`config.mk`:
```
export PLATFORM = sky130hd
export DESIGN_NAME = kbr_rx
export DESIGN_NICKNAME = d
export VERILOG_FILES = /design/src/verilog/kbr_pkg.sv /design/src/verilog/kbr_rx.sv
export SDC_FILE = /design/constraint.sdc
export NUM_CORES = 1
export LEC_CHECK = 0
export BUFFER_PORTS_ARGS = -buffer_cell sky130_fd_sc_hd__buf_2
export CAP_MARGIN = 20
export CORE_ASPECT_RATIO = 0.7
export CORE_MARGIN = 2
export CORE_UTILIZATION = 49
export CTS_BUF_LIST = sky130_fd_sc_hd__clkbuf_8
export DETAILED_ROUTE_END_ITERATION = 8
export HOLD_SLACK_MARGIN = 0.12
export PLACE_DENSITY_LB_ADDON = 0.1
export RECOVER_POWER = 100
export SLEW_MARGIN = 20
export SYNTH_ARGS = -nofsm -noshare
export SYNTH_HDL_FRONTEND = slang
export SYNTH_SLANG_ARGS = --single-unit
export TNS_END_PERCENT = 1
```
`constraint.sdc`:
```
create_clock -name SYS_CLK_IN -period 1.6 [get_ports SYS_CLK_IN]
set_input_delay 0.32 -clock SYS_CLK_IN [delete_from_list [all_inputs] [get_ports SYS_CLK_IN]]
set_output_delay 0.32 -clock SYS_CLK_IN [all_outputs]
set_load 0.03 [all_outputs]
```
`src/verilog/kbr_pkg.sv`:
```
// Constants and types shared by the keyboard serial handshake receiver
package kbr_pkg;
    // ------------------------------------------------------------
    // Timing
    // ------------------------------------------------------------
    localparam int unsigned SYS_CLK_PERIOD_NS = 8;
    localparam int unsigned PHASE2_PERIOD_NS = 200;
    localparam int unsigned PHASE2_CYCLES = PHASE2_PERIOD_NS / SYS_CLK_PERIOD_NS;
    localparam logic [7:0] PHASE2_LAST = 8'(PHASE2_CYCLES - 1);
    // ------------------------------------------------------------
    // Frame
    // ------------------------------------------------------------
    localparam int unsigned DATA_BITS = 8;
    localparam int unsigned STOP_BITS = 1;
    localparam int unsigned FRAME_BITS = DATA_BITS + STOP_BITS;
    localparam logic [3:0] LAST_BIT_CNT = 4'h7;
    // ------------------------------------------------------------
    // Register offsets
    // ------------------------------------------------------------
    localparam logic [7:0] REG_CTRL = 8'h00;
    localparam logic [7:0] REG_STATUS = 8'h04;
    localparam logic [7:0] REG_DATA = 8'h08;
    localparam logic [7:0] REG_CLEAR = 8'h0C;
    localparam logic [7:0] REG_PIC_BASE = 8'h10;
    localparam logic [7:0] REG_PIC_EOI = 8'h14;
    localparam logic [7:0] REG_PIC_REQ = 8'h18;
    // ------------------------------------------------------------
    // Fields and reset values
    // ------------------------------------------------------------
    localparam int unsigned CTRL_MODE_LSB = 0;
    localparam int unsigned CTRL_ACK_GATE_BIT = 2;
    localparam logic [2:0] CTRL_RST = 3'h4;
    localparam logic [7:0] PIC_BASE_RST = 8'h00;
    // Disk sync request on level 0 idles high
    localparam logic [7:0] REQ_IDLE_RST = 8'h01;
    localparam logic [2:0] KEY_IRQ_LEVEL = 3'h6;
    localparam logic [2:0] SHARED_IRQ_LEVEL = 3'h3;
    localparam logic [1:0] MODE_CODE_DATA = 2'h0;
    localparam logic [1:0] MODE_CODE_STOP_LO = 2'h1;
    // ------------------------------------------------------------
    // Types
    // ------------------------------------------------------------
    typedef enum logic [2:0] {
        MODE_DATA = 3'b001,
        MODE_STOP_LO = 3'b010,
        MODE_STOP_HI = 3'b100
    } kbr_mode_e;
    typedef enum logic [2:0] {
        PIC_IDLE = 3'b001,
        PIC_WAIT2 = 3'b010,
        PIC_SERVICE = 3'b100
    } kbr_pic_e;
    typedef struct packed {
        logic serial;
        logic strobe_n;
    } kbr_link_s;
endpackage

```
`src/verilog/kbr_rx.sv`:
```
// Keyboard serial handshake receiver with adapter and priority controller
//
// Contract
// - Frame is eight data bits plus stop
// - Three modes, three interrupts per byte
// - Mode 0 shifts on rising clock, irq at 8
// - Mode 1 irq on falling clock, data low
// - Mode 2 irq on rising clock, data high
// - Strobe sampled on phase two forms clock
// - Without irq acknowledge follows keyboard clock
// - Irq drives keypress directly, byte offered
// - Keypress enters controller at level six
// - Low stop irq with gate low acknowledges
// - High stop irq with gate low acknowledges
// - Wrong stop levels give no irq, acknowledge
// - Irq release with clock high drives acknowledge high
// - Two acknowledge cycles, second gives type
// - Latched requests served highest priority first
// - Level three is OR of adapters
// - Acknowledge clears chip select enable
`timescale 1ns/1ps
`default_nettype none
module kbr_rx
    import kbr_pkg::*;
(
    input wire logic SYS_CLK_IN,
    input wire logic SYS_RST_IN,
    input wire logic KEY_SERIAL_IN,
    input wire logic KEY_STROBE_N_IN,
    output logic KEY_HANDSHAKE_ACK_OUT,
    output logic KEYPRESS_IRQ_OUT,
    input wire logic [7:0] REG_ADDR_IN,
    input wire logic [31:0] REG_WDATA_IN,
    input wire logic REG_WR_IN,
    input wire logic REG_RD_IN,
    output logic [31:0] REG_RDATA_OUT,
    input wire logic [7:0] IRQ_REQ_IN,
    input wire logic ADAPTER_IRQ_IN,
    input wire logic INTA_IN,
    input wire logic ALE_IN,
    output logic CPU_INTR_OUT,
    output logic [7:0] TYPE_BYTE_OUT,
    output logic TYPE_VALID_OUT,
    output logic CS_ENABLE_OUT
);
    // ------------------------------------------------------------
    // Functions
    // ------------------------------------------------------------
    function automatic kbr_mode_e mode_of(input logic [1:0] code);
        kbr_mode_e m;
        m = MODE_STOP_HI;
        if (code == MODE_CODE_DATA) begin
            m = MODE_DATA;
        end else if (code == MODE_CODE_STOP_LO) begin
            m = MODE_STOP_LO;
        end
        return m;
    endfunction

    function automatic logic [2:0] top_level(input logic [7:0] req);
        logic [2:0] lvl;
        lvl = 3'h0;
        for (int i = 7; i >= 0; i--) begin
            if (req[i]) begin
                lvl = 3'(i);
            end
        end
        return lvl;
    endfunction

    // ------------------------------------------------------------
    // Pin synchronisers
    // ------------------------------------------------------------
    kbr_link_s pin_s1_q, pin_s2_q, pin_s3_q, link_q;
    logic [7:0] req_s1_q, req_s2_q, req_s3_q, req_lvl_q;
    logic adp_s1_q, adp_s2_q, adp_s3_q, adp_lvl_q;

    always_ff @(posedge SYS_CLK_IN) begin
        if (SYS_RST_IN) begin
            pin_s1_q <= '1;
            pin_s2_q <= '1;
            pin_s3_q <= '1;
            link_q <= '1;
            req_s1_q <= REQ_IDLE_RST;
            req_s2_q <= REQ_IDLE_RST;
            req_s3_q <= REQ_IDLE_RST;
            req_lvl_q <= REQ_IDLE_RST;
            adp_s1_q <= 1'b0;
            adp_s2_q <= 1'b0;
            adp_s3_q <= 1'b0;
            adp_lvl_q <= 1'b0;
        end else begin
            pin_s1_q <= '{serial: KEY_SERIAL_IN, strobe_n: KEY_STROBE_N_IN};
            pin_s2_q <= pin_s1_q;
            pin_s3_q <= pin_s2_q;
            req_s1_q <= IRQ_REQ_IN;
            req_s2_q <= req_s1_q;
            req_s3_q <= req_s2_q;
            adp_s1_q <= ADAPTER_IRQ_IN;
            adp_s2_q <= adp_s1_q;
            adp_s3_q <= adp_s2_q;
            if (pin_s2_q.serial == pin_s3_q.serial) begin
                link_q.serial <= pin_s3_q.serial;
            end
            if (pin_s2_q.strobe_n == pin_s3_q.strobe_n) begin
                link_q.strobe_n <= pin_s3_q.strobe_n;
            end
            for (int i = 0; i < 8; i++) begin
                if (req_s2_q[i] == req_s3_q[i]) begin
                    req_lvl_q[i] <= req_s3_q[i];
                end
            end
            if (adp_s2_q == adp_s3_q) begin
                adp_lvl_q <= adp_s3_q;
            end
        end
    end

    // ------------------------------------------------------------
    // Phase two enable and keyboard clock
    // ------------------------------------------------------------
    logic [7:0] ph2_cnt_q;
    logic kclk_q, kclk_prev_q;
    wire ph2_en = (ph2_cnt_q == PHASE2_LAST);
    wire kclk_rise = kclk_q & ~kclk_prev_q;
    wire kclk_fall = ~kclk_q & kclk_prev_q;

    always_ff @(posedge SYS_CLK_IN) begin
        if (SYS_RST_IN) begin
            ph2_cnt_q <= 8'h00;
            kclk_q <= 1'b1;
            kclk_prev_q <= 1'b1;
        end else begin
            ph2_cnt_q <= ph2_en ? 8'h00 : ph2_cnt_q + 8'h01;
            if (ph2_en) begin
                kclk_q <= link_q.strobe_n;
            end
            kclk_prev_q <= kclk_q;
        end
    end

    // ------------------------------------------------------------
    // Register decode
    // ------------------------------------------------------------
    logic [2:0] ctrl_q;
    logic [7:0] pic_base_q;
    wire wr_ctrl = REG_WR_IN & (REG_ADDR_IN == REG_CTRL);
    wire wr_clear = REG_WR_IN & (REG_ADDR_IN == REG_CLEAR);
    wire wr_base = REG_WR_IN & (REG_ADDR_IN == REG_PIC_BASE);
    wire wr_eoi = REG_WR_IN & (REG_ADDR_IN == REG_PIC_EOI);
    wire rd_data = REG_RD_IN & (REG_ADDR_IN == REG_DATA);
    wire ack_gate = ctrl_q[CTRL_ACK_GATE_BIT];
    kbr_mode_e mode;
    assign mode = mode_of(ctrl_q[CTRL_MODE_LSB +: 2]);

    // ------------------------------------------------------------
    // Adapter: shift register and stop checks
    // ------------------------------------------------------------
    logic [7:0] shift_q, byte_q;
    logic [3:0] bit_cnt_q;
    logic irq_q, ack_q;
    wire shift_now = (mode == MODE_DATA) & kclk_rise;
    wire byte_done = shift_now & (bit_cnt_q == LAST_BIT_CNT);
    wire stop_lo_ok = (mode == MODE_STOP_LO) & kclk_fall & ~link_q.serial;
    wire stop_hi_ok = (mode == MODE_STOP_HI) & kclk_rise & link_q.serial;
    wire irq_set = byte_done | stop_lo_ok | stop_hi_ok;
    wire irq_clr = wr_clear | rd_data;
    wire ack_d = irq_q ? ack_gate : kclk_q;

    always_ff @(posedge SYS_CLK_IN) begin
        if (SYS_RST_IN) begin
            ctrl_q <= CTRL_RST;
            pic_base_q <= PIC_BASE_RST;
            shift_q <= 8'h00;
            byte_q <= 8'h00;
            bit_cnt_q <= 4'h0;
            irq_q <= 1'b0;
            ack_q <= 1'b1;
        end else begin
            if (wr_ctrl) begin
                ctrl_q <= REG_WDATA_IN[2:0];
            end
            if (wr_base) begin
                pic_base_q <= REG_WDATA_IN[7:0];
            end
            if (wr_ctrl) begin
                bit_cnt_q <= 4'h0;
            end else if (shift_now) begin
                shift_q <= {shift_q[6:0], link_q.serial};
                bit_cnt_q <= byte_done ? 4'h0 : bit_cnt_q + 4'h1;
            end
            if (byte_done) begin
                byte_q <= {shift_q[6:0], link_q.serial};
            end
            irq_q <= irq_set | (irq_q & ~irq_clr);
            ack_q <= ack_d;
        end
    end

    assign KEY_HANDSHAKE_ACK_OUT = ack_q;
    assign KEYPRESS_IRQ_OUT = irq_q;

    // ------------------------------------------------------------
    // Priority controller
    // ------------------------------------------------------------
    logic [7:0] req_q, src_prev_q;
    logic [2:0] lvl_q;
    logic cs_en_q, type_vld_q;
    logic [7:0] type_q;
    kbr_pic_e pic_q;
    wire shared_src = adp_lvl_q | irq_q | req_lvl_q[3];
    logic [7:0] src;
    assign src = {req_lvl_q[7], irq_q, req_lvl_q[5:4], shared_src, req_lvl_q[2:0]};
    wire [7:0] src_rise = src & ~src_prev_q;
    wire [2:0] pick = top_level(req_q);
    wire take1 = (pic_q == PIC_IDLE) & INTA_IN & (|req_q);
    wire take2 = (pic_q == PIC_WAIT2) & INTA_IN;
    wire [7:0] clr_mask = take1 ? 8'(8'h01 << pick) : 8'h00;

    always_ff @(posedge SYS_CLK_IN) begin
        if (SYS_RST_IN) begin
            req_q <= 8'h00;
            src_prev_q <= REQ_IDLE_RST;
            lvl_q <= 3'h0;
            pic_q <= PIC_IDLE;
            type_q <= 8'h00;
            type_vld_q <= 1'b0;
            cs_en_q <= 1'b0;
        end else begin
            src_prev_q <= src;
            req_q <= src_rise | (req_q & ~clr_mask);
            type_vld_q <= take2;
            if (INTA_IN) begin
                cs_en_q <= 1'b0;
            end else if (ALE_IN) begin
                cs_en_q <= 1'b1;
            end
            case (pic_q)
                PIC_IDLE: begin
                    if (take1) begin
                        lvl_q <= pick;
                        pic_q <= PIC_WAIT2;
                    end
                end
                PIC_WAIT2: begin
                    if (take2) begin
                        type_q <= pic_base_q + {5'h00, lvl_q};
                        pic_q <= PIC_SERVICE;
                    end
                end
                PIC_SERVICE: begin
                    if (wr_eoi) begin
                        pic_q <= PIC_IDLE;
                    end
                end
                default: begin
                    pic_q <= PIC_IDLE;
                end
            endcase
        end
    end

    assign CPU_INTR_OUT = (pic_q == PIC_IDLE) & (|req_q);
    assign TYPE_BYTE_OUT = type_q;
    assign TYPE_VALID_OUT = type_vld_q;
    assign CS_ENABLE_OUT = cs_en_q;

    // ------------------------------------------------------------
    // Read port
    // ------------------------------------------------------------
    logic [31:0] rdata_q;
    logic [31:0] rd_mux;
    assign rd_mux = (REG_ADDR_IN == REG_CTRL) ? {29'h0, ctrl_q} :
                    (REG_ADDR_IN == REG_STATUS) ? {20'h0, bit_cnt_q, ack_q, kclk_q, link_q.serial, irq_q, 1'b0, mode} :
                    (REG_ADDR_IN == REG_DATA) ? {24'h0, byte_q} :
                    (REG_ADDR_IN == REG_PIC_BASE) ? {24'h0, pic_base_q} :
                    (REG_ADDR_IN == REG_PIC_REQ) ? {21'h0, pic_q, req_q} : 32'h0000_0000;

    always_ff @(posedge SYS_CLK_IN) begin
        if (SYS_RST_IN) begin
            rdata_q <= 32'h0000_0000;
        end else begin
            rdata_q <= REG_RD_IN ? rd_mux : 32'h0000_0000;
        end
    end

    assign REG_RDATA_OUT = rdata_q;
endmodule
`default_nettype wire

```
# Yosys cells after proc, flatten, opt, wreduce, memory -nomap -nowiden
# Index checks and enable logic that the tools add are counted.
word_totals:
  regBits: 149
  elab_cells: 146
  mem_count: 0
  rom_bits: 0
  in_bits: 57
  mem_bits_rw: 0
  latch_bits: 0
  output_inout_bits: 45
op_classes:
  order_cmp: 0
  eq_ne: 28
  multipliers: 0
  n_div: 0
  shifts: 1
  bitwise_logic: 35
  reduce_logical: 14
  muxes: 22
  addsub: 3
op_table:
  columns: ["cell", "count"]
  rows:
  - ["two-way mux 3 bit", 14]
  - ["two-way mux 11 bit", 3]
  - ["equality test 8 x 5 -> 1 bit (second input constant)", 4]
  - ["bitwise AND 1 bit", 18]
  - ["bitwise AND 8 bit", 2]
  - ["equality test 8 x 4 -> 1 bit (second input constant)", 2]
  - ["NOT 8 bit", 2]
  - ["two-way mux 12 bit", 1]
  - ["equality test 1 bit", 10]
  - ["one-hot mux 3 bit (3 select lines)", 1]
  - ["adder 8 x 1 -> 8 bit (second input constant)", 1]
  - ["adder 8 x 3 -> 8 bit", 1]
  - ["equality test 8 x 3 -> 1 bit (second input constant)", 1]
  - ["logical NOT 8 bit", 1]
  - ["two-way mux 8 bit", 1]
  - ["OR 8 bit", 1]
  - ["OR reduction 2 bit", 4]
  - ["OR reduction 8 bit", 1]
  - ["left shift 1 x 3 -> 8 bit (first input constant)", 1]
  - ["equality test 3 x 1 -> 1 bit (second input constant)", 2]
  - ["equality test 3 x 2 -> 1 bit (second input constant)", 2]
  - ["equality test 3 bit (second input constant)", 2]
  - ["!= test 2 bit (second input constant)", 3]
  - ["NOT 1 bit", 6]
  - ["12 further kinds", 19]

# Logic depth before layout (Yosys ltp)
# Gate-level depths: netlist of the first run.
depth:
  word_depth: 13
  ltp_mapped: 7
  mapped_depth_nobuf: 7

# Worst setup path before layout of the first run
# Ideal clock, no wire load.
synth_timing:
  kind: "register to register"
  from: "register pic_base_q[0]"
  to: "register type_q[6], in the netlist TYPE_BYTE_OUT[6]"
  setup_slack_ns: -0.044
  arrival_ns: 1.559
  stages_incl_launch_ff: 8
  period_less_slack_ns: 1.644
  setup_time_ns: 0.086
  path_cell_list: "dfxtp_1 ha_1 inv_1 fa_1 nor2b_1 o2111ai_1 xor2_1 a211oi_1"
synth_via:
  elab_chain_cells: 1
synth_rtl:
  columns: ["item", "line", "source"]
  rows:
  - ["start, declared", "kbr_rx.sv:146", "logic [7:0] pic_base_q;"]
  - ["start signal, assigned", "kbr_rx.sv:184", "pic_base_q <= REG_WDATA_IN[7:0];"]
  - ["adder 8 x 3 -> 8 bit", "kbr_rx.sv:247", "type_q <= pic_base_q + {5'h00, lvl_q};"]
  - ["end signal, assigned", "kbr_rx.sv:247", null]
  - ["end, declared", "kbr_rx.sv:209", "logic [7:0] type_q;"]
# No other way between the ends.
# A chain may end at the register's enable or synchronous reset.

# Worst setup path after layout of the first run
layout_timing:
  from: "register req_q[2]"
  to: "output port CPU_INTR_OUT"
layout_via:
  elab_chain_cells: 2
layout_rtl:
  columns: ["item", "line", "source"]
  rows:
  - ["start, declared", "kbr_rx.sv:206", "logic [7:0] req_q, src_prev_q;"]
  - ["start signal, assigned", "kbr_rx.sv:231", "req_q <= src_rise | (req_q & ~clr_mask);"]
  - ["OR reduction 8 bit", "kbr_rx.sv:263", "assign CPU_INTR_OUT = (pic_q == PIC_IDLE) & (|req_q);"]
  - ["bitwise AND 1 bit", "kbr_rx.sv:263", null]
  - ["end, declared", "kbr_rx.sv:41", "output logic CPU_INTR_OUT,"]
# No other way between the ends.

==> results of run 1 <==
==> cell usage after synthesis, types with 3 or more instances <==
cell	number	area, um2
nand3_1	7	35.0
nand2b_1	7	43.8
nand4_1	4	25.0
a21oi_1	34	170
buf_2	3	15.0
buf_4	21	158
mux2i_1	24	240
xor2_1	6	52.6
a22o_1	3	26.3
nor2b_1	35	219
o21bai_1	5	37.5
nor3_1	9	45.0
dfxtp_1	126	2520
nor2_1	70	263
a211oi_1	10	75.1
or2_2	11	68.8
o21ai_0	15	75.1
nand4b_1	5	43.8
or4_1	4	30.0
xnor2_1	6	52.6
nand2_1	35	131
inv_1	9	33.8
ha_1	6	75.1
clkbuf_1	17	63.8
nand3b_1	6	45.0
o41ai_1	7	61.3
o21ai_1	3	15.0
==> routing by layer <==
| layer | vias to the layer above | track usage | part of all wire |
|---|---|---|---|
| li1 | 2080 | - | - |
| met1 | 1955 | 0.300 | 0.52 |
| met2 | 105 | 0.313 | 0.43 |
| met3 | 8 | 0.0640 | 0.051 |
| met4 | 0 | 0.0636 | 0.0066 |
| met5 | - | 0 | 0 |
==> cells by family after synthesis <==
logic type / after synthesis / synth area share
and+or+nand+nor: 215 / 0.227
DFF: 126 / 0.498
AOI/OAI and AO/OA: 98 / 0.128
buffers and inverters: 52 / 0.0548
muxes: 26 / 0.0519
xor gates and xnor gates: 12 / 0.0207
adders and majority gates: 7 / 0.0188
other: 1 / 0.000740
==> where the power goes <==
group | switching, uW | internal, uW | leakage, uW
Combinational | 221 | 145 | 0.00136
Clock | 1270 | 1900 | 0.000227
Sequential | 17.3 | 3170 | 0.00102
==> state kept, by name, summed over array words and instances, names as in the netlist, 2 cells and up <==
signal,cells
ctrl_q,3
req_q,8
pic_base_q,8
req_s3_q,7
byte_q,8
lvl_q,3
req_lvl_q,7
src_prev_q,8
req_s2_q,7
REG_RDATA_OUT,12
ph2_cnt_q,8
pic_q,3
req_s1_q,7
bit_cnt_q,4
pin_s1_q,2
link_q,2
shift_q,7
pin_s2_q,2
TYPE_BYTE_OUT,8
pin_s3_q,2
==> stage by stage <==
stage | total power (uW) | area, um2
floorplan | 3510 | 5140
global placement | 3610 | 5830
detailed placement | 3610 | 5830
CTS | 6810 | 6500
global route | 6960 | 6490
finish | 6730 | 6490
==> worst max-delay path by stage <==
stage / startpoint / endpoint / slack, ns / cells after the start
finish: req_q[2] / CPU_INTR_OUT / -0.23 / 5
global route: req_q[2] / CPU_INTR_OUT / -0.33 / 5
CTS: req_q[3] / CPU_INTR_OUT / -0.25 / 5
detailed placement: REG_ADDR_IN[7] / REG_RDATA_OUT[1] / -0.18 / 5
global placement: REG_ADDR_IN[7] / REG_RDATA_OUT[1] / -0.14 / 5
floorplan: ctrl_q[0] / shift_q[6] / -0.01 / 4
==> area by class of cell <==
type                    count  area, um2  area share
multi-input cells         378       2420       0.373
inverters                   9       33.8     0.00520
flip-flops and latches    126       2540       0.391
well taps                 132        165      0.0254
clock buffers              18        248      0.0382
repair buffers            127        875       0.135
clock inverters            14        216      0.0333
==> worst max-delay path: cells and delay by family (launching register included) <==
family,cells,cell delay [ns]
buffers and inverters,1,0.13
DFF,1,0.36
and+or+nand+nor,4,0.59
==> repair_timing <==
action	in CTS	in global routing
hold buffers	13	1
hold endpoints to repair	13	1
resized for setup	19	13
setup endpoints to repair	31	36
pin swaps	5	7
setup buffers	1	1
gates cloned	0	0
==> out/summary.txt, run 1 <==
Status: complete, but fails checks
Violated checks: negative setup slack
Clk_lat worst skew: 0.43 ns
Final worst path period need: 1.83 ns
Clock slew at reported path FFs: 0.07 ns
Antenna violations before repair: 0
Remaining antenna violation count: 0
Max Root-Sink Buffers: 2
Achievable frequency: 0.547 GHz
Syn avg cell area: 9.43 um2
Leading cell types in the layout, fill and taps excluded: 117 x dfxtp_1, 68 x nor2_1, 44 x buf_4, 40 x buf_2, 35 x nand2_1
Worst Path Required: 1.28 ns
Htree depth: 4
Residual DRC count: 0
Share of cells above drive strength 1: 0.249
DR pass1 iterations: 5
Endpoints failing hold: 0
Hold-critical path depth: 3
Reg2reg end: bit_cnt_q[0]
Post-synth EDFFs: 0
Vias: 4148
Crit end category: output pin
Dpl cells: 756
Core box area: 10200 um2
Post-synth ARST share: 0
GP Congestion: 0.875
Final Cycle Share: 1.14
Worst slew margin: 0.331
ANT cells: 0
Static leakage: 0.00261 uW
Main synth FF type: dfxtp_1
Setup-failing EPs final: 22
Routed wire length: 11400 um
DRT iter0 DRCs: 195
CP Max Fanout: 4
RSZ-0062 raised after global routing: yes
Seq cells post-synth: 126
DP HPWL: 8040 um
Global-route wire length before repair: 18400 um
DIE WIDTH: 126 um
HP Start: REG_WDATA_IN[3]
CTS tree: done
CTS Root Cell: clkbuf_8
Total clock sinks: 126
CP max stage delay: 0.36 ns
Worst reg-to-reg setup slack: -0.06 ns
Total GRT Usage: 0.212
Unique masters post-synth: 61
Critical path data arrival time: 1.51 ns
Critical-path top delay cell: dfxtp_4
CP startpoint kind: flip-flop
Setup TNS: -0.971 ns
Pin count of the biggest net entering global routing: 56
Final Hold Slack: 0.155 ns
Total die area: 11200 um2
WHS Endpoint: pic_base_q[3]
Post-Route Utilization: 0.637
Worst vdd ir: 0.644 mV
Pwr dens: 1040 nW/um2
Max-slew violation count: 0
Fin cells: 804
Final net count: 723
I/O pins: 102
Die Height: 89.1 um
Vias in the first global route: 3702
R2R depth: 4
# fillers: 868
Vias per cell: 5.16
Area grow syn2layout: 28.2%
Initial Utilization: 0.497
Worst-margin pin slew: 1.00 ns
Min setup slack post-route: -0.229 ns
Setup WS pre-CTS: -0.179 ns
CTS buffer count: 17
Most common cell after layout, fill and taps aside: dfxtp_1
Congestion Overflow GR: 0
Worst r2r src: ctrl_q[1]
Yosys warns: 0
Max-cap violations: 0
Port Buffers: 56
Worst hold path class: input port to flip-flop
FP Rows: 31
Post-Synthesis Cell Area: 5070 um2
WL/cell: 14.2 um
Critical-path cell list: nor4_4 > nand3_2 > nand2_1 > nor2_2 > buf_6
Post-Route Skew: 0.0117 ns
Critical path class: flip-flop to output pin
Sequential fraction of the synthesis area: 0.498
Post-Synthesis Cells: 537
Note: power is estimated with default switching activity, not from simulation.
==> run 2: changes to the inputs <==
--- a/config.mk
+++ b/config.mk
@@ -9,7 +9,7 @@
 export CAP_MARGIN = 20
 export CORE_ASPECT_RATIO = 0.7
 export CORE_MARGIN = 2
-export CORE_UTILIZATION = 49
+export CORE_UTILIZATION = 25
 export CTS_BUF_LIST = sky130_fd_sc_hd__clkbuf_8
 export DETAILED_ROUTE_END_ITERATION = 8
 export HOLD_SLACK_MARGIN = 0.12
==> run 2 against run 1 <==
Compared with the run above:
- the flow still finishes with violations (negative setup slack)
- first-iteration DRC count up 25%
- non-clock buffer count up 13
- routed wire length up 14%
- global-route usage down 8.1 points
- sequential share of layout area down 1.3 points
- die area up 92%
- total power up 3.2%
- cell count up 19%
- critical endpoint unchanged
- core utilization down 30 points
- setup slack worse by 0.037 ns
- combinational power up 3%
==> out/summary.txt, run 2 (synthesized netlist as in run 1, its figures left out) <==
Reg2reg end: kclk_q
CTS buffer count: 17
DP HPWL: 9610 um
Htree depth: 4
I/O pins: 102
Clock slew at reported path FFs: 0.08 ns
Worst Path Required: 1.28 ns
Worst r2r src: ph2_cnt_q[0]
Max-cap violations: 0
WL/cell: 13.6 um
CTS Root Cell: clkbuf_8
Min setup slack post-route: -0.267 ns
Critical path data arrival time: 1.55 ns
Post-Route Utilization: 0.339
M1 GR Usage: 0.195
Pin count of the biggest net entering global routing: 43
Final net count: 736
Setup WS pre-CTS: -0.170 ns
Crit path capture: CPU_INTR_OUT
M2 GR Usage: 0.177
Pwr dens: 1030 nW/um2
Port Buffers: 56
Total clock sinks: 126
Vias in the first global route: 4081
Area grow syn2layout: 32.7%
Vias: 4162
Worst-margin pin slew: 0.815 ns
Max-slew violation count: 0
Status: complete, but fails checks
ANT cells: 0
Initial Utilization: 0.255
Leading cell types in the layout, fill and taps excluded: 120 x dfxtp_1, 69 x nor2_1, 52 x buf_4
Post-Route Skew: 0.00960 ns
Met3 Usage GRT: 0.0391
Achievable frequency: 0.536 GHz
Crit end category: output pin
GP Congestion: 0.846
Antenna violations before repair: 0
R2R depth: 7
Global-route wire length before repair: 21500 um
RSZ-0062 raised after global routing: yes
Static leakage: 0.00261 uW
Worst reg-to-reg setup slack: -0.07 ns
Worst setup startpoint: req_q[3]
Total die area: 21400 um2
Remaining antenna violation count: 0
DIE WIDTH: 174 um
Most Crowded Layer GR: met1
FP Rows: 43
Final Hold Slack: 0.154 ns
DRT iter0 DRCs: 244
Final Cycle Share: 1.17
Congestion Overflow GR: 0
DR pass1 iterations: 4
Most common cell after layout, fill and taps aside: dfxtp_1
Worst vdd ir: 0.561 mV
Final worst path period need: 1.87 ns
Number of flip-flops in the largest register: 12
Max Root-Sink Buffers: 2
Total GRT Usage: 0.131
CP Max Fanout: 3
Clk_lat worst skew: 0.44 ns
Die Height: 123 um
CTS tree: done
Share of cells above drive strength 1: 0.231
Worst slew margin: 0.456
Violated checks: negative setup slack
Routed wire length: 13000 um
Endpoints failing hold: 0
Core box area: 19900 um2
Fin cells: 955
Dpl cells: 904
Setup-failing EPs final: 28
Setup TNS: -1.10 ns
Residual DRC count: 0
CP startpoint kind: flip-flop
Vias per cell: 4.36
Critical path class: flip-flop to output pin
Worst hold path class: input port to flip-flop
run 2: cell count changes in the layout (fill, tap and decap cells not counted), moves of 2 or more:
cell           delta
dfxtp_2           -6
dfxtp_4           +3
dfxtp_1           +3
clkbuf_1         +12
buf_2             -9
dlygate4sd3_1     +4
buf_4             +8
clkinv_4          -2
buf_12            -3
run 2: area by class of cell:
type | count | area (um2)
clock buffers | 18 | 248
fillers | 2043 | 13100
clock inverters | 14 | 238
repair buffers | 140 | 925
inverters | 9 | 33.8
multi-input cells | 378 | 2400
flip-flops and latches | 126 | 2540
well taps | 270 | 338
run 2: repair_timing:
action                                 4_1_cts  5_1_grt
buffers inserted                             1        0
endpoints found under the hold margin       19        0
hold buffers                                18        0
pin swaps                                    7        5
setup endpoints to repair                   32       33
resized for setup                           17       13
run 2: how the worst min path moves through the flow:
stage	start	end	slack, ns	cells past startpoint
3_5_place_dp	req_s1_q[0]	req_s2_q[0]	0.39	1
2_1_floorplan	pin_s1_q[0]	pin_s2_q[0]	0.39	1
5_1_grt	REG_WDATA_IN[1]	ctrl_q[1]	0.13	3
4_1_cts	REG_WDATA_IN[0]	ctrl_q[0]	0.12	3
6_report	REG_WDATA_IN[0]	ctrl_q[0]	0.15	3
3_3_place_gp	req_s1_q[0]	req_s2_q[0]	0.40	1
run 2: where the power goes:
part	internal, uW	switching, uW	total, uW	leakage, uW
clock	2060	1320	3380	0.000237
combinational	149	229	378	0.00135
sequential	3170	17.4	3190	0.00102
run 2: critical path, stage by stage (launching register included):
cell     delay, ns
dfxtp_4       0.36
nor4_4        0.30
nand3_2       0.17
nand2_2       0.10
nor2_2        0.04
buf_6         0.13
run 2: through the flow:
stage	total power [uW]	instance area [um2]
5_1_grt	7240	6720
3_5_place_dp	3610	6030
3_3_place_gp	3610	6030
2_1_floorplan	3510	5140
6_report	6940	6720
4_1_cts	7080	6770
run 2: metal layers:
| metal | vias up | share of wire |
|---|---|---|
| met2 | 88 | 0.38 |
| met3 | 14 | 0.061 |
| met5 | - | 0 |
| met1 | 1954 | 0.54 |
| li1 | 2106 | - |
| met4 | 0 | 0.013 |
==> run 3: changes to the inputs <==
--- a/config.mk
+++ b/config.mk
@@ -6,14 +6,13 @@
 export NUM_CORES = 1
 export LEC_CHECK = 0
 export BUFFER_PORTS_ARGS = -buffer_cell sky130_fd_sc_hd__buf_2
-export CAP_MARGIN = 20
 export CORE_ASPECT_RATIO = 0.7
 export CORE_MARGIN = 2
 export CORE_UTILIZATION = 25
 export CTS_BUF_LIST = sky130_fd_sc_hd__clkbuf_8
 export DETAILED_ROUTE_END_ITERATION = 8
 export HOLD_SLACK_MARGIN = 0.12
-export PLACE_DENSITY_LB_ADDON = 0.1
+export PLACE_DENSITY = 0.49
 export RECOVER_POWER = 100
 export SLEW_MARGIN = 20
 export SYNTH_ARGS = -nofsm -noshare
==> run 3 against run 2 <==
Compared with the run above:
- the run still ends with negative setup slack left
- design area down 1.8%
- non-clock buffer count down 8
- die area unchanged
- clock power down 22%
- routed wire length fell by 3.2%
- core utilization fell by 0.62 points
- clock-buffer cell count fell by 1
- register-to-register slack improved by 0.03 ns
- critical endpoint unchanged
==> out/summary.txt, run 3 (synthesized netlist as in run 1, its figures left out) <==
Status: complete, but fails checks
Violated checks: negative setup slack
Max Root-Sink Buffers: 2
DR pass1 iterations: 4
Congestion Overflow GR: 0
Critical path class: flip-flop to output pin
Total GRT Usage: 0.123
Total die area: 21400 um2
Htree depth: 4
Critical-path top delay cell: dfxtp_2
Worst-margin pin slew: 1.04 ns
Worst Path Required: 1.28 ns
Clk pwr share: 0.424
GP Congestion: 0.834
Worst vdd ir: 0.388 mV
Comb pwr share: 0.061
Worst slew margin: 0.310
Critical path data arrival time: 1.52 ns
Share of cells above drive strength 1: 0.248
Most common cell after layout, fill and taps aside: dfxtp_1
Area grow syn2layout: 30.3%
Die Height: 123 um
CTS buffer count: 17
I/O pins: 102
DIE WIDTH: 174 um
Number of flip-flops in the largest register: 12
Max-cap violations: 0
Clock slew at reported path FFs: 0.08 ns
Final Cycle Share: 1.15
Static leakage: 0.00255 uW
Max-slew violation count: 0
Cell internal pwr: 4570 uW
DRT iter0 DRCs: 266
CP Max Fanout: 2
Crit end category: output pin
Sw Ratio: 0.262
Initial Utilization: 0.255
Port Buffers: 56
ANT cells: 0
Pwr dens: 938 nW/um2
Vias in the first global route: 3974
RSZ-0062 raised after global routing: yes
Seq pwr share: 0.515
Final net count: 728
Critical path's top delay family: simple AND/OR/NAND/NOR gates
Remaining antenna violation count: 0
Total clock sinks: 126
Final worst path period need: 1.84 ns
Placed Area: 5980 um2
CP startpoint kind: flip-flop
Setup-failing EPs final: 30
CP max stage delay: 0.34 ns
CTS tree: done
Residual DRC count: 0
Global-route wire length before repair: 20400 um
Crit path buf inv count: 2
Min setup slack post-route: -0.237 ns
Vias: 4135
DP HPWL: 9210 um
Vias per cell: 4.37
Pin count of the biggest net entering global routing: 38
Critical-path cell list: nor4_2 > buf_4 > nand3_4 > nand2_2 > nor2_2 > buf_6
Post-Route Utilization: 0.332
Worst hold path class: input port to flip-flop
Antenna violations before repair: 0
Routed wire length: 12600 um
Clk_lat worst skew: 0.44 ns
Fin area: 6600 um2
Leading cell types in the layout, fill and taps excluded: 116 x dfxtp_1, 69 x nor2_1, 49 x buf_4, 34 x nand2_1
Endpoints failing hold: 0
CTS Root Cell: clkbuf_8
FP Rows: 43
Achievable frequency: 0.544 GHz
Post-Route Skew: 0.0135 ns
Net Switching: 1620 uW
# fillers: 2029
WL/cell: 13.3 um
Core box area: 19900 um2
==> run 3: per-stage QoR <==
stage	setup slack [ns]	TNS (ns)	hold WS [ns]	instances	power, uW
global placement	-0.203	-2.88	0.401	896	3610
floorplan	-0.0114	-0.0800	0.389	556	3510
CTS	-0.278	-0.584	0.125	947	6270
finish	-0.237	-1.77	0.156	947	6190
global route	-0.318	-9.10	0.149	947	6450
detailed placement	-0.241	-3.76	0.398	896	3610
==> run 3: metal layers <==
layer / vias up / share of wire / GRT usage
li1: 2084 / - / -
met1: 1956 / 0.53 / 0.177
met2: 83 / 0.41 / 0.175
met3: 12 / 0.053 / 0.0372
met4: 0 / 0.0091 / 0.0368
met5: - / 0 / 0
==> run 3: final cells by class <==
cell class | instances | area [um2] | area share
clock buffers | 17 | 234 | 0.0355
clock inverters | 15 | 138 | 0.0209
inverters | 9 | 33.8 | 0.00512
multi-input cells | 378 | 2420 | 0.366
flip-flops and latches | 126 | 2540 | 0.384
well taps | 270 | 338 | 0.0512
repair buffers | 132 | 903 | 0.137
==> run 3: power groups by stage <==
| stage | clock [uW] | combinational, uW | sequential (uW) |
|---|---|---|---|
| 3_5_place_dp | 0 | 344 | 3270 |
| 4_1_cts | 2700 | 384 | 3190 |
| 3_3_place_gp | 0 | 341 | 3260 |
| 6_report | 2630 | 375 | 3190 |
| 2_1_floorplan | 0 | 243 | 3270 |
| 5_1_grt | 2840 | 415 | 3190 |
==> run 3: final timing paths <==
path	start	endpoint	slack, ns	cells past startpoint
hold reg to reg	src_prev_q[3]	req_q[3]	0.42	1
setup / recovery	req_q[1]	CPU_INTR_OUT	-0.24	6
setup reg to reg	pic_base_q[0]	TYPE_BYTE_OUT[6]	-0.04	7
hold / removal	ALE_IN	CS_ENABLE_OUT	0.16	3
==> run 3: timing repair <==
| item | 4_1_cts | 5_1_grt |
|---|---|---|
| setup endpoints to repair | 31 | 36 |
| hold buffers | 16 | 0 |
| resized for setup | 23 | 15 |
| pin swaps | 6 | 4 |
| setup buffers | 3 | 0 |
| cloned | 0 | 0 |
| hold endpoints to repair | 16 | 0 |
==> run 3: worst register-to-register path: stages, from the launching register on <==
cell       delay [ns]
dfxtp_4          0.37
ha_4             0.14
inv_1            0.05
fa_2             0.34
nor2b_2          0.14
o2111ai_1        0.13
xor2_1           0.18
a211oi_1         0.21
